### config.mk
export PLATFORM = sky130hd
export DESIGN_NAME = bcs_config_regs
export DESIGN_NICKNAME = d
export VERILOG_FILES = /design/src/logic/bcs_pkg.sv /design/src/logic/bcs_sticky_flag.sv /design/src/logic/bcs_config_regs.sv
export SDC_FILE = /design/constraint.sdc
export NUM_CORES = 1
export LEC_CHECK = 0
export BUFFER_PORTS_ARGS = -buffer_cell sky130_fd_sc_hd__buf_2
export CAP_MARGIN = 15
export CELL_PAD_IN_SITES_DETAIL_PLACEMENT = 2
export CELL_PAD_IN_SITES_GLOBAL_PLACEMENT = 2
export CORE_ASPECT_RATIO = 1.25
export CORE_MARGIN = 10
export CORE_UTILIZATION = 24
export CTS_CLUSTER_DIAMETER = 50
export CTS_CLUSTER_SIZE = 14
export DETAILED_ROUTE_END_ITERATION = 10
export GPL_ROUTABILITY_DRIVEN = 0
export GPL_TIMING_DRIVEN = 0
export HOLD_SLACK_MARGIN = 0.15
export PLACE_DENSITY_LB_ADDON = 0.1
export SLEW_MARGIN = 20
export SYNTH_ARGS = -nofsm -noshare
export SYNTH_HDL_FRONTEND = slang
export SYNTH_SLANG_ARGS = --single-unit
export TNS_END_PERCENT = 30
### constraint.sdc
create_clock -name clk_sys -period 5.1 [get_ports clk_sys]
set_input_delay 1.02 -clock clk_sys [delete_from_list [all_inputs] [get_ports clk_sys]]
set_output_delay 1.02 -clock clk_sys [all_outputs]
set_load 0.05 [all_outputs]
### src/logic/bcs_pkg.sv
package bcs_pkg;

	// Configuration byte offsets; a dword is selected by offset[7:2].
	localparam logic [7:0] STATUS_OFFSET = 8'h06;
	localparam logic [7:0] CLASS_OFFSET = 8'h08;
	localparam logic [7:0] LINE_SIZE_OFFSET = 8'h0C;

	// Byte lanes of the 32-bit access port, and the lowest bit of the status lanes.
	localparam int STATUS_LANE_LSB = 16;
	localparam int STATUS_HIGH_LANE = 3;
	localparam int LINE_SIZE_LANE = 0;

	// Status field positions.
	localparam int DETECTED_POISON_BIT = 15;
	localparam int SIGNALED_SYSTEM_ERROR_BIT = 14;
	localparam int RECEIVED_UNSUPPORTED_BIT = 13;
	localparam int RECEIVED_COMPLETER_ABORT_BIT = 12;
	localparam int SIGNALED_COMPLETER_ABORT_BIT = 11;
	localparam int MASTER_DATA_POISON_BIT = 8;
	localparam int EXTRA_CAPABILITIES_BIT = 4;

	// Bits that hold sticky error flags, and the constant part of the status word.
	localparam logic [15:0] FLAG_MASK = 16'hF900;
	localparam logic [15:0] STATUS_CONST = 16'h0010;
	localparam logic [15:0] STATUS_RESET = 16'h0010;

	// Class code fields.
	localparam logic [7:0] BASE_CATEGORY = 8'h06;
	localparam logic [7:0] SUB_CATEGORY = 8'h04;
	localparam logic [7:0] PROGRAMMING_INTERFACE = 8'h00;

	// Cache line size.
	localparam logic [7:0] LINE_SIZE_RESET = 8'h00;
	localparam logic [7:0] LINE_SIZE_MAX_DW = 8'h20;

	typedef struct packed {
		logic write;
		logic [7:0] addr;
		logic [3:0] byteEn;
		logic [31:0] wrData;
	} bcs_cfg_req_t;

	typedef struct packed {
		logic poisonedTlp;
		logic errMsgSent;
		logic cplUnsupported;
		logic cplCompleterAbort;
		logic completerAbortSent;
		logic poisonedCplData;
		logic poisonedWrite;
	} bcs_event_t;

endpackage

### src/logic/bcs_sticky_flag.sv
`timescale 1ns/100ps
module bcs_sticky_flag (
	input wire logic clk_sys,
	input wire logic rst,
	input wire logic set,
	input wire logic clear,
	output logic flag
);
	logic next_flag;

	// Set wins over a clear in the same cycle so that no event is lost.
	always_comb begin
		next_flag = flag;
		if (clear) begin
			next_flag = 1'b0;
		end
		if (set) begin
			next_flag = 1'b1;
		end
	end

	always_ff @(posedge clk_sys) begin
		if (rst) begin
			flag <= 1'b0;
		end else begin
			flag <= next_flag;
		end
	end
endmodule

### src/logic/bcs_config_regs.sv
`timescale 1ns/100ps
// Function
// RULE_01 - Poisoned packet received upstream sets status bit 15, regardless of parity enable.
// RULE_02 - Error message sent upstream sets bit 14, only while system error enable set.
// RULE_03 - Completion with unsupported-request status received sets status bit 13.
// RULE_04 - Completion with completer-abort status received sets status bit 12.
// RULE_05 - Upstream port answering with completer-abort status sets status bit 11.
// RULE_06 - Status bits 10:9 always read zero and ignore writes.
// RULE_07 - With parity enable, poisoned completion data or poisoned write sets bit 8.
// RULE_08 - Status bits 7, 6, 5 and 2:0 read zero and ignore writes.
// RULE_09 - Status bit 4 always reads one: capability list present.
// RULE_10 - Status bit 3, interrupt pending, reads constant zero.
// RULE_11 - Error flags clear by writing one; zero leaves them; reset clears all.
// RULE_12 - Class register reads base 06h, subclass 04h, interface 00h.
// RULE_13 - Class register bits 7:0 read the silicon revision code.
// RULE_14 - Cache line size sets the prefetch amount for delayed reads.
// RULE_15 - Software writes only powers of two into the cache line size.
// RULE_16 - Odd values or values above 32 dwords act as zero dwords.
// RULE_17 - With system error enable clear, no error reports for secondary system errors.
// RULE_18 - Parity enable gates only the master data poison flag, not forwarding.
module bcs_config_regs #(
	parameter logic [7:0] SILICON_REVISION = 8'h5A
) (
	input wire logic clk_sys,
	input wire logic rst,
	input wire logic cfgValid,
	input wire bcs_pkg::bcs_cfg_req_t cfgIn,
	output logic cfgAck,
	output logic [31:0] cfgRdData,
	input wire logic parityResponseEnable,
	input wire logic systemErrorReportEnable,
	input wire bcs_pkg::bcs_event_t linkEvent,
	input wire logic secondarySystemError,
	output logic errorReportRequest,
	output logic [7:0] prefetchDwords,
	output logic [15:0] statusFlags
);
	// The revision value above is arbitrary.

	logic hitStatus;
	logic hitClass;
	logic hitLineSize;
	logic statusWrite;
	logic lineSizeWrite;
	logic [15:0] setVec;
	logic [15:0] clearVec;
	logic [15:0] flagVec;
	logic [15:0] statusValue;
	logic [7:0] lineSize;
	logic [7:0] next_lineSize;
	logic [7:0] next_prefetchDwords;
	logic next_cfgAck;
	logic [31:0] next_cfgRdData;
	logic next_errorReportRequest;
	logic [15:0] next_statusFlags;

	assign hitStatus = cfgIn.addr[7:2] == bcs_pkg::STATUS_OFFSET[7:2];
	assign hitClass = cfgIn.addr[7:2] == bcs_pkg::CLASS_OFFSET[7:2];
	assign hitLineSize = cfgIn.addr[7:2] == bcs_pkg::LINE_SIZE_OFFSET[7:2];
	assign statusWrite = cfgValid && cfgIn.write && hitStatus &&
		cfgIn.byteEn[bcs_pkg::STATUS_HIGH_LANE];
	assign lineSizeWrite = cfgValid && cfgIn.write && hitLineSize &&
		cfgIn.byteEn[bcs_pkg::LINE_SIZE_LANE];

	// Event to flag mapping; the enables come from the command register outside.
	always_comb begin
		setVec = 16'h0000;
		setVec[bcs_pkg::DETECTED_POISON_BIT] = linkEvent.poisonedTlp; // see RULE_01
		setVec[bcs_pkg::SIGNALED_SYSTEM_ERROR_BIT] = linkEvent.errMsgSent &&
			systemErrorReportEnable; // see RULE_02
		setVec[bcs_pkg::RECEIVED_UNSUPPORTED_BIT] = linkEvent.cplUnsupported; // see RULE_03
		setVec[bcs_pkg::RECEIVED_COMPLETER_ABORT_BIT] =
			linkEvent.cplCompleterAbort; // see RULE_04
		setVec[bcs_pkg::SIGNALED_COMPLETER_ABORT_BIT] =
			linkEvent.completerAbortSent; // see RULE_05
		// Only this flag sees the parity enable; forwarding of poisoned data is not touched here.
		setVec[bcs_pkg::MASTER_DATA_POISON_BIT] = parityResponseEnable &&
			(linkEvent.poisonedCplData || linkEvent.poisonedWrite); // see RULE_07 see RULE_18
	end

	// Write one to clear; all flags live in the high status byte.
	always_comb begin
		clearVec = 16'h0000;
		if (statusWrite) begin
			clearVec = cfgIn.wrData[31:bcs_pkg::STATUS_LANE_LSB] & bcs_pkg::FLAG_MASK; // see RULE_11
		end
	end

	genvar i;
	generate
		for (i = 0; i < 16; i++) begin : gFlag
			if (bcs_pkg::FLAG_MASK[i]) begin : gSticky
				bcs_sticky_flag uFlag (
					.clk_sys(clk_sys),
					.rst(rst),
					.set(setVec[i]),
					.clear(clearVec[i]),
					.flag(flagVec[i])
				); // see RULE_11
			end else begin : gConst
				assign flagVec[i] = 1'b0;
			end
		end
	endgenerate

	// Constant bits: 10:9, 7:5, 3 and 2:0 zero, bit 4 one.
	assign statusValue = flagVec | bcs_pkg::STATUS_CONST; // see RULE_06 RULE_08 RULE_09 RULE_10

	// Cache line size keeps the raw value for read-back; the prefetch amount is filtered.
	always_comb begin
		next_lineSize = lineSize;
		if (lineSizeWrite) begin
			next_lineSize = cfgIn.wrData[7:0];
		end
		if (next_lineSize[0] || next_lineSize > bcs_pkg::LINE_SIZE_MAX_DW) begin
			next_prefetchDwords = 8'h00; // see RULE_16
		end else begin
			next_prefetchDwords = next_lineSize; // see RULE_14
		end
	end

	// Reads return the state before any write of the same access.
	always_comb begin
		next_cfgAck = cfgValid;
		next_cfgRdData = 32'h00000000;
		if (cfgValid && !cfgIn.write) begin
			if (hitStatus) begin
				next_cfgRdData = {statusValue, 16'h0000};
			end else if (hitClass) begin
				next_cfgRdData = {bcs_pkg::BASE_CATEGORY, bcs_pkg::SUB_CATEGORY,
					bcs_pkg::PROGRAMMING_INTERFACE, SILICON_REVISION}; // see RULE_12 see RULE_13
			end else if (hitLineSize) begin
				next_cfgRdData = {24'h000000, lineSize};
			end
		end
	end

	// Secondary system errors are reported upstream only while enabled.
	always_comb begin
		next_errorReportRequest = secondarySystemError && systemErrorReportEnable; // see RULE_17
		next_statusFlags = statusValue;
	end

	always_ff @(posedge clk_sys) begin
		if (rst) begin
			lineSize <= bcs_pkg::LINE_SIZE_RESET;
			prefetchDwords <= bcs_pkg::LINE_SIZE_RESET;
		end else begin
			lineSize <= next_lineSize;
			prefetchDwords <= next_prefetchDwords;
		end
	end

	always_ff @(posedge clk_sys) begin
		if (rst) begin
			cfgAck <= 1'b0;
			cfgRdData <= 32'h00000000;
		end else begin
			cfgAck <= next_cfgAck;
			cfgRdData <= next_cfgRdData;
		end
	end

	always_ff @(posedge clk_sys) begin
		if (rst) begin
			errorReportRequest <= 1'b0;
			statusFlags <= bcs_pkg::STATUS_RESET;
		end else begin
			errorReportRequest <= next_errorReportRequest;
			statusFlags <= next_statusFlags;
		end
	end

	// Helper terms read only by the checks below.
	logic readStatus;
	logic readClass;
	logic readLineSize;
	logic [7:0] wrByte0;
	logic [15:0] wrStatus;
	assign readStatus = cfgValid && !cfgIn.write && hitStatus;
	assign readClass = cfgValid && !cfgIn.write && hitClass;
	assign readLineSize = cfgValid && !cfgIn.write && hitLineSize;
	assign wrByte0 = cfgIn.wrData[7:0];
	assign wrStatus = cfgIn.wrData[31:16];
endmodule

==> impl_metrics.env, run 1 <==
export IMPL_cell_internal_pwr_mw=0.507
export IMPL_switchingPower_mw=0.194
export IMPL_ys_seq_area_share_pct=54.2
export IMPL_finalNonFillerCells=346
export IMPL_cts_resized=0
export IMPL_finalSetupViolations=0
export IMPL_drc=0
export IMPL_drt_pass1_iterations=2
export IMPL_crit_arrival_ns=2.57
export IMPL_die_h_microns=114
export IMPL_grt_pass1_vias=1539
export IMPL_finalHoldViolations=0
export IMPL_die_area_sq_um=10900
export IMPL_rsz0062_at_grt="false"
export IMPL_worstSkewPairLatency_ns=0.29
export IMPL_clock_skew_ns=0.00480
export IMPL_path_clk_slew_ns=0.07
export IMPL_slew_violations=0
export IMPL_muxShareOfSynthArea_pct=5.37
export IMPL_overflow=0
export IMPL_cts_buffers=5
export IMPL_fp_dieW_microns=95.3
export IMPL_drive_above_1_share_pct=43.0
export IMPL_io_pin_count=116
export IMPL_wirelength_microns=4800
export IMPL_grt_max_degree=13
export IMPL_synthAdderAreaFrac_pct=0
export IMPL_synth_avg_cell_area_sq_um=10.8
export IMPL_max_freq_mhz=418
export IMPL_cts_tree="built"
export IMPL_leakage_nw=1.19
export IMPL_endpoint_kind="flip-flop"
export IMPL_pre_cts_ws_ns=2.36
export IMPL_routedWlPerCell_microns=13.9
export IMPL_post_cts_buffers=0
export IMPL_vias=1376
export IMPL_fin_setup_tns_ns=0
export IMPL_root_buffer="clkbuf_8"
export IMPL_finalPower_mw=0.701
export IMPL_dp_cells=340
export IMPL_fin_crit_sh_pct=46.9
export IMPL_syn_to_final_growth_pct=37.0
export IMPL_synth_compound_area_share_pct=5.89
export IMPL_crit_path_max_fanout=6
export IMPL_dp_hpwl_microns=4160
export IMPL_peakVddDrop_mv=0.0871
export IMPL_seq_area_sq_um=921
export IMPL_core_rowCount=34
export IMPL_clockBufferDepth=2
export IMPL_drt_iter0_drc=22
export IMPL_synth_top_family_by_area="simple AND/OR/NAND/NOR gates"
export IMPL_drv_cap=0
export IMPL_clock_sinks=46
export IMPL_antenna_found_initial=0
export IMPL_yosys_top_cells_area="dfxtp_1 54%, buf_4 11%, mux2i_1 4.7%, and2_1 3.3%, nor4b_4 2.8%"
export IMPL_run_status="completed"
export IMPL_pwr_density_cell_nw_per_um2=301
export IMPL_drtAntennaViolNets=0
export IMPL_seqPwrFrac_pct=53.0
export IMPL_grt_usage_pct=9.09
export IMPL_synth_xor_area_share_pct=0
export IMPL_multiInputGateArea_sq_um=633
export IMPL_setup_ws_ns=2.71
export IMPL_swShare_pct=27.6
export IMPL_maxSlewHeadroom_pct=65.2
export IMPL_min_period_ns=2.39
export IMPL_synth_ff_latch_count=46
export IMPL_cp_start_kind="primary input"
export IMPL_hp_class="reg2reg"
export IMPL_synth_simple_gate_area_share_pct=20.0
export IMPL_clkPwrFrac_pct=30.8
export IMPL_required_ns=5.28
export IMPL_path_class="in2reg"
export IMPL_synth_distinct_cells=27
export IMPL_nFillCells=787
export IMPL_final_nets=315
export IMPL_io_buffers=68
export IMPL_tightest_slew_ns=0.519
export IMPL_grt_pass1_wl_microns=7710
export IMPL_synth_top_area_share_pct=54.2
export IMPL_n_antenna_cell=0
export IMPL_hold_buffers=0
export IMPL_cts_htree_levels=2
export IMPL_synth_area_sq_um=1700
export IMPL_yosysWarnings=0
export IMPL_combPwrFrac_pct=16.2
export IMPL_viasPerCell=3.98
export IMPL_syn_inst=157
export IMPL_initial_core_util_pct=24.5
export IMPL_fp_coreArea_sq_um=6930
export IMPL_yosysTopAreaCell="dfxtp_1"
-- path summary, 6_finish.rpt --
check | cells after the start | endpoint | startpoint | slack (ns)
setup reg to reg | 4 | prefetchDwords[3]$_SDFF_PP0_ | lineSize[6]$_SDFF_PP0_ | 3.73
hold reg to reg | 1 | cfgRdData[27]$_SDFF_PP0_ | gFlag[11].gSticky.uFlag.flag$_SDFFE_PP0P_ | 0.45
setup / recovery | 6 | gFlag[14].gSticky.uFlag.flag$_SDFFE_PP0P_ | cfgIn[41] | 2.71
hold / removal | 1 | cfgRdData[27]$_SDFF_PP0_ | gFlag[11].gSticky.uFlag.flag$_SDFFE_PP0P_ | 0.45
-- synthesized netlist by cell type, drive strengths merged --
cell type / n
or4: 1
nand3: 3
nor3: 2
conb: 2
buf: 28
and3: 1
or2: 1
mux2i: 8
nor4: 6
and2: 9
a22o: 4
a32o: 2
nor4b: 2
clkbuf: 2
o21ai: 3
nand2b: 1
mux2: 1
a21o: 4
inv: 4
nor2b: 7
nor2: 12
dfxtp: 46
nand4: 1
nand2: 7
-- cells by family after synthesis --
logic type	after synthesis
compound gates	13
buf+inv	34
simple gates	53
mux	9
other cells	2
flops	46
-- cells in the final DEF (no fill, tap or decap) --
cell      instances
nor4_1            5
buf_4            26
o21ai_0           3
and3_1            1
nor4b_4           2
clkbuf_8          6
nand3_1           3
nor3_4            1
clkbuf_1          2
and2_1            9
nand2b_1          1
a22o_1            4
nor2b_1           7
a21o_1            4
buf_6             2
nand2_1           7
mux2_2            1
nor4_2            1
or2_2             1
nor3_2            1
buf_2            68
nor2_1           12
nand4_1           1
dfxtp_1          46
a32o_1            2
conb_1           27
inv_1             4
mux2i_1           8
or4_4             1
-- worst max-delay path, stage by stage --
cell     delay (ns)
buf_2          0.10
or4_4          0.52
buf_6          0.16
nor4b_4        0.45
nand2_1        0.10
a32o_1         0.22
-- final cells by class --
class,instances,share of cell area [%]
flip-flops and latches,46,39.5
multi-input cells,102,27.2
repair buffers,68,14.6
plain buffers,30,9.67
well taps,90,4.83
clock buffers,6,3.54
inverters,4,0.644
-- registers in the layout (all words and copies together), names as in the netlist --
register / flops
cfgRdData: 16
prefetchDwords: 8
statusFlags: 6
lineSize: 8
cfgAck: 1
gFlag.gSticky.uFlag.flag: 6
errorReportRequest: 1
-- stage by stage --
step	util, %	cell area, sq um	hold slack (ns)
after floorplan	-	1790	0.421
after global placement	32.4	2250	0.427
after detailed placement	32.4	2250	0.444
after CTS	33.6	2330	0.463
after global routing	33.6	2330	0.478
final	33.6	2330	0.451
-- routing by layer --
layer	global-route usage [%]	routed length [microns]	vias up	share of wire, %
met1	8.14	1510	653	32
met3	5.77	676	5	14
met5	0	0	-	0
li1	-	-	665	-
met2	16.4	2560	53	53
met4	2.40	46	0	0.96
-- power by group through the flow --
stage | clock network [mW] | logic (mW) | registers, mW
after global routing | 0.243 | 0.122 | 0.373
after detailed placement | 0 | 0.113 | 0.380
after floorplan | 0 | 0.0691 | 0.398
final | 0.216 | 0.114 | 0.371
after global placement | 0 | 0.113 | 0.379
after CTS | 0.228 | 0.114 | 0.372
(Power assumes the default switching activity.)
==> inputs of run 2 (changes only) <==
CORE_UTILIZATION = 20   (was 24)
clock period = 2.15 ns   (was 5.1 ns; I/O delays follow)
==> run 2 against run 1 <==
Flip-flop and latch count stayed put. Design area is 0.38% higher. Clock power is 140% higher. Critical endpoint unchanged.
==> impl_metrics.env, run 2 (synthesis gave the netlist of run 1 again) <==
export IMPL_cts_tree="built"
export IMPL_pwr_density_cell_nw_per_um2=716
export IMPL_clockBufferDepth=2
export IMPL_tightest_slew_ns=0.518
export IMPL_max_freq_mhz=556
export IMPL_overflow=0
export IMPL_vias=1360
export IMPL_fin_crit_sh_pct=83.7
export IMPL_clock_skew_ns=0.00473
export IMPL_reg2reg_to="prefetchDwords[3]$_SDFF_PP0_"
export IMPL_cp_slowest_cell="or4_4"
export IMPL_post_cts_buffers=0
export IMPL_cp_start_kind="primary input"
export IMPL_r2r_setup_slack_ns=0.70
export IMPL_maxSlewHeadroom_pct=65.3
export IMPL_rr_startpoint="lineSize[6]$_SDFF_PP0_"
export IMPL_grt_pass1_vias=1509
export IMPL_finalSetupViolations=0
export IMPL_die_area_sq_um=12600
export IMPL_slew_violations=0
export IMPL_initial_core_util_pct=20.5
export IMPL_peakVddDrop_mv=0.287
export IMPL_whs_ns=0.351
export IMPL_die_h_microns=123
export IMPL_drtAntennaViolNets=0
export IMPL_finalNonFillerCells=353
export IMPL_fin_setup_tns_ns=0
export IMPL_crit_buf_inv=2
export IMPL_multiInputGateArea_sq_um=633
export IMPL_fp_coreArea_sq_um=8290
export IMPL_rsz0062_at_grt="false"
export IMPL_slowest_delay_ns=0.52
export IMPL_clock_sinks=46
export IMPL_drive_above_1_share_pct=43.0
export IMPL_antenna_found_initial=0
export IMPL_run_status="completed"
export IMPL_grt_usage_pct=8.26
export IMPL_largest_reg_flops=16
export IMPL_path_clk_slew_ns=0.08
export IMPL_dp_hpwl_microns=4240
export IMPL_final_nets=315
export IMPL_min_period_ns=1.80
export IMPL_grt_max_degree=13
export IMPL_core_rowCount=37
export IMPL_viasPerCell=3.85
export IMPL_hold_buffers=0
export IMPL_path_class="in2reg"
export IMPL_wirelength_microns=5100
export IMPL_syn_to_final_growth_pct=37.5
export IMPL_crit_path_start="cfgIn[41]"
export IMPL_io_pin_count=116
export IMPL_top_regs="cfgRdData: 16 flops, lineSize: 8 flops, prefetchDwords: 8 flops"
export IMPL_grt_pass1_wl_microns=8090
export IMPL_leakage_nw=1.19
export IMPL_top_register="cfgRdData"
export IMPL_hp_class="in2reg"
export IMPL_worstSkewPairLatency_ns=0.29
export IMPL_cts_resized=0
export IMPL_endpoint_kind="flip-flop"
export IMPL_cp_depth=6
export IMPL_drv_cap=0
export IMPL_dp_cells=347
export IMPL_drt_iter0_drc=11
export IMPL_drc=0
export IMPL_nFillCells=941
export IMPL_crit_path_max_fanout=6
export IMPL_drt_pass1_iterations=2
export IMPL_cpLargestDelayFamily="simple AND/OR/NAND/NOR gates"
export IMPL_cp_endpoint="gFlag[14].gSticky.uFlag.flag$_SDFFE_PP0P_"
export IMPL_n_antenna_cell=0
export IMPL_seq_area_sq_um=921
export IMPL_io_buffers=68
export IMPL_fp_dieW_microns=102
export IMPL_final_cell_mix="68 x buf_2, 46 x dfxtp_1, 27 x conb_1"
export IMPL_cts_buffers=5
export IMPL_reg2reg_depth=4
export IMPL_crit_arrival_ns=1.98
export IMPL_final_util_pct=28.2
export IMPL_mostFrequentLayoutCell="buf_2"
export IMPL_crit_chain="buf_2, or4_4, buf_6, nor4b_4, nand2_1, a32o_1"
export IMPL_cts_htree_levels=2
export IMPL_routedWlPerCell_microns=14.4
export IMPL_root_buffer="clkbuf_8"
export IMPL_finalHoldViolations=0
export IMPL_required_ns=2.33
run 2: worst min path at each step:
stage	startpoint	endpoint	slack, ns	cells past startpoint
floorplan	gFlag[8].gSticky.uFlag.flag$_SDFFE_PP0P_	cfgRdData[24]$_SDFF_PP0_	0.42	1
global placement	gFlag[13].gSticky.uFlag.flag$_SDFFE_PP0P_	cfgRdData[29]$_SDFF_PP0_	0.43	1
detailed placement	gFlag[15].gSticky.uFlag.flag$_SDFFE_PP0P_	cfgRdData[31]$_SDFF_PP0_	0.44	1
CTS	linkEvent[4]	gFlag[13].gSticky.uFlag.flag$_SDFFE_PP0P_	0.34	2
global route	linkEvent[4]	gFlag[13].gSticky.uFlag.flag$_SDFFE_PP0P_	0.34	2
finish	linkEvent[4]	gFlag[13].gSticky.uFlag.flag$_SDFFE_PP0P_	0.35	2
run 2: metrics by stage:
step	total power [mW]	instance area, sq um	worst slack, ns
floorplan	1.11	1790	0.298
global placement	1.17	2260	0.0123
detailed placement	1.17	2260	0.00135
CTS	1.71	2340	0.309
global route	1.77	2340	0.271
finish	1.67	2340	0.351
run 2: report_power, final:
group | internal, mW | switching (mW)
clock network | 0.248 | 0.273
registers | 0.874 | 0.00672
logic | 0.0811 | 0.190
run 2: cell type report:
type | count | area share (%)
inverter | 4 | 0.642
multi-input combinational | 102 | 27.1
sequential | 46 | 39.4
tap | 97 | 5.19
buffer | 30 | 9.63
timing repair buffer | 68 | 14.6
clock buffer | 6 | 3.53
run 2: routing by layer:
| layer | vias up | wire [microns] | global-route usage, % |
|---|---|---|---|
| li1 | 665 | - | - |
| met1 | 632 | 1890 | 8.59 |
| met2 | 56 | 2460 | 13.3 |
| met3 | 7 | 660 | 5.41 |
| met4 | 0 | 91 | 2.47 |
| met5 | - | 0 | 0 |
run 2: worst register-to-register path, cell delays in order, from the launching register on:
cell	delay [ns]
dfxtp_1	0.35
nor4_1	0.44
o21ai_0	0.17
mux2_2	0.34
nor2_1	0.10
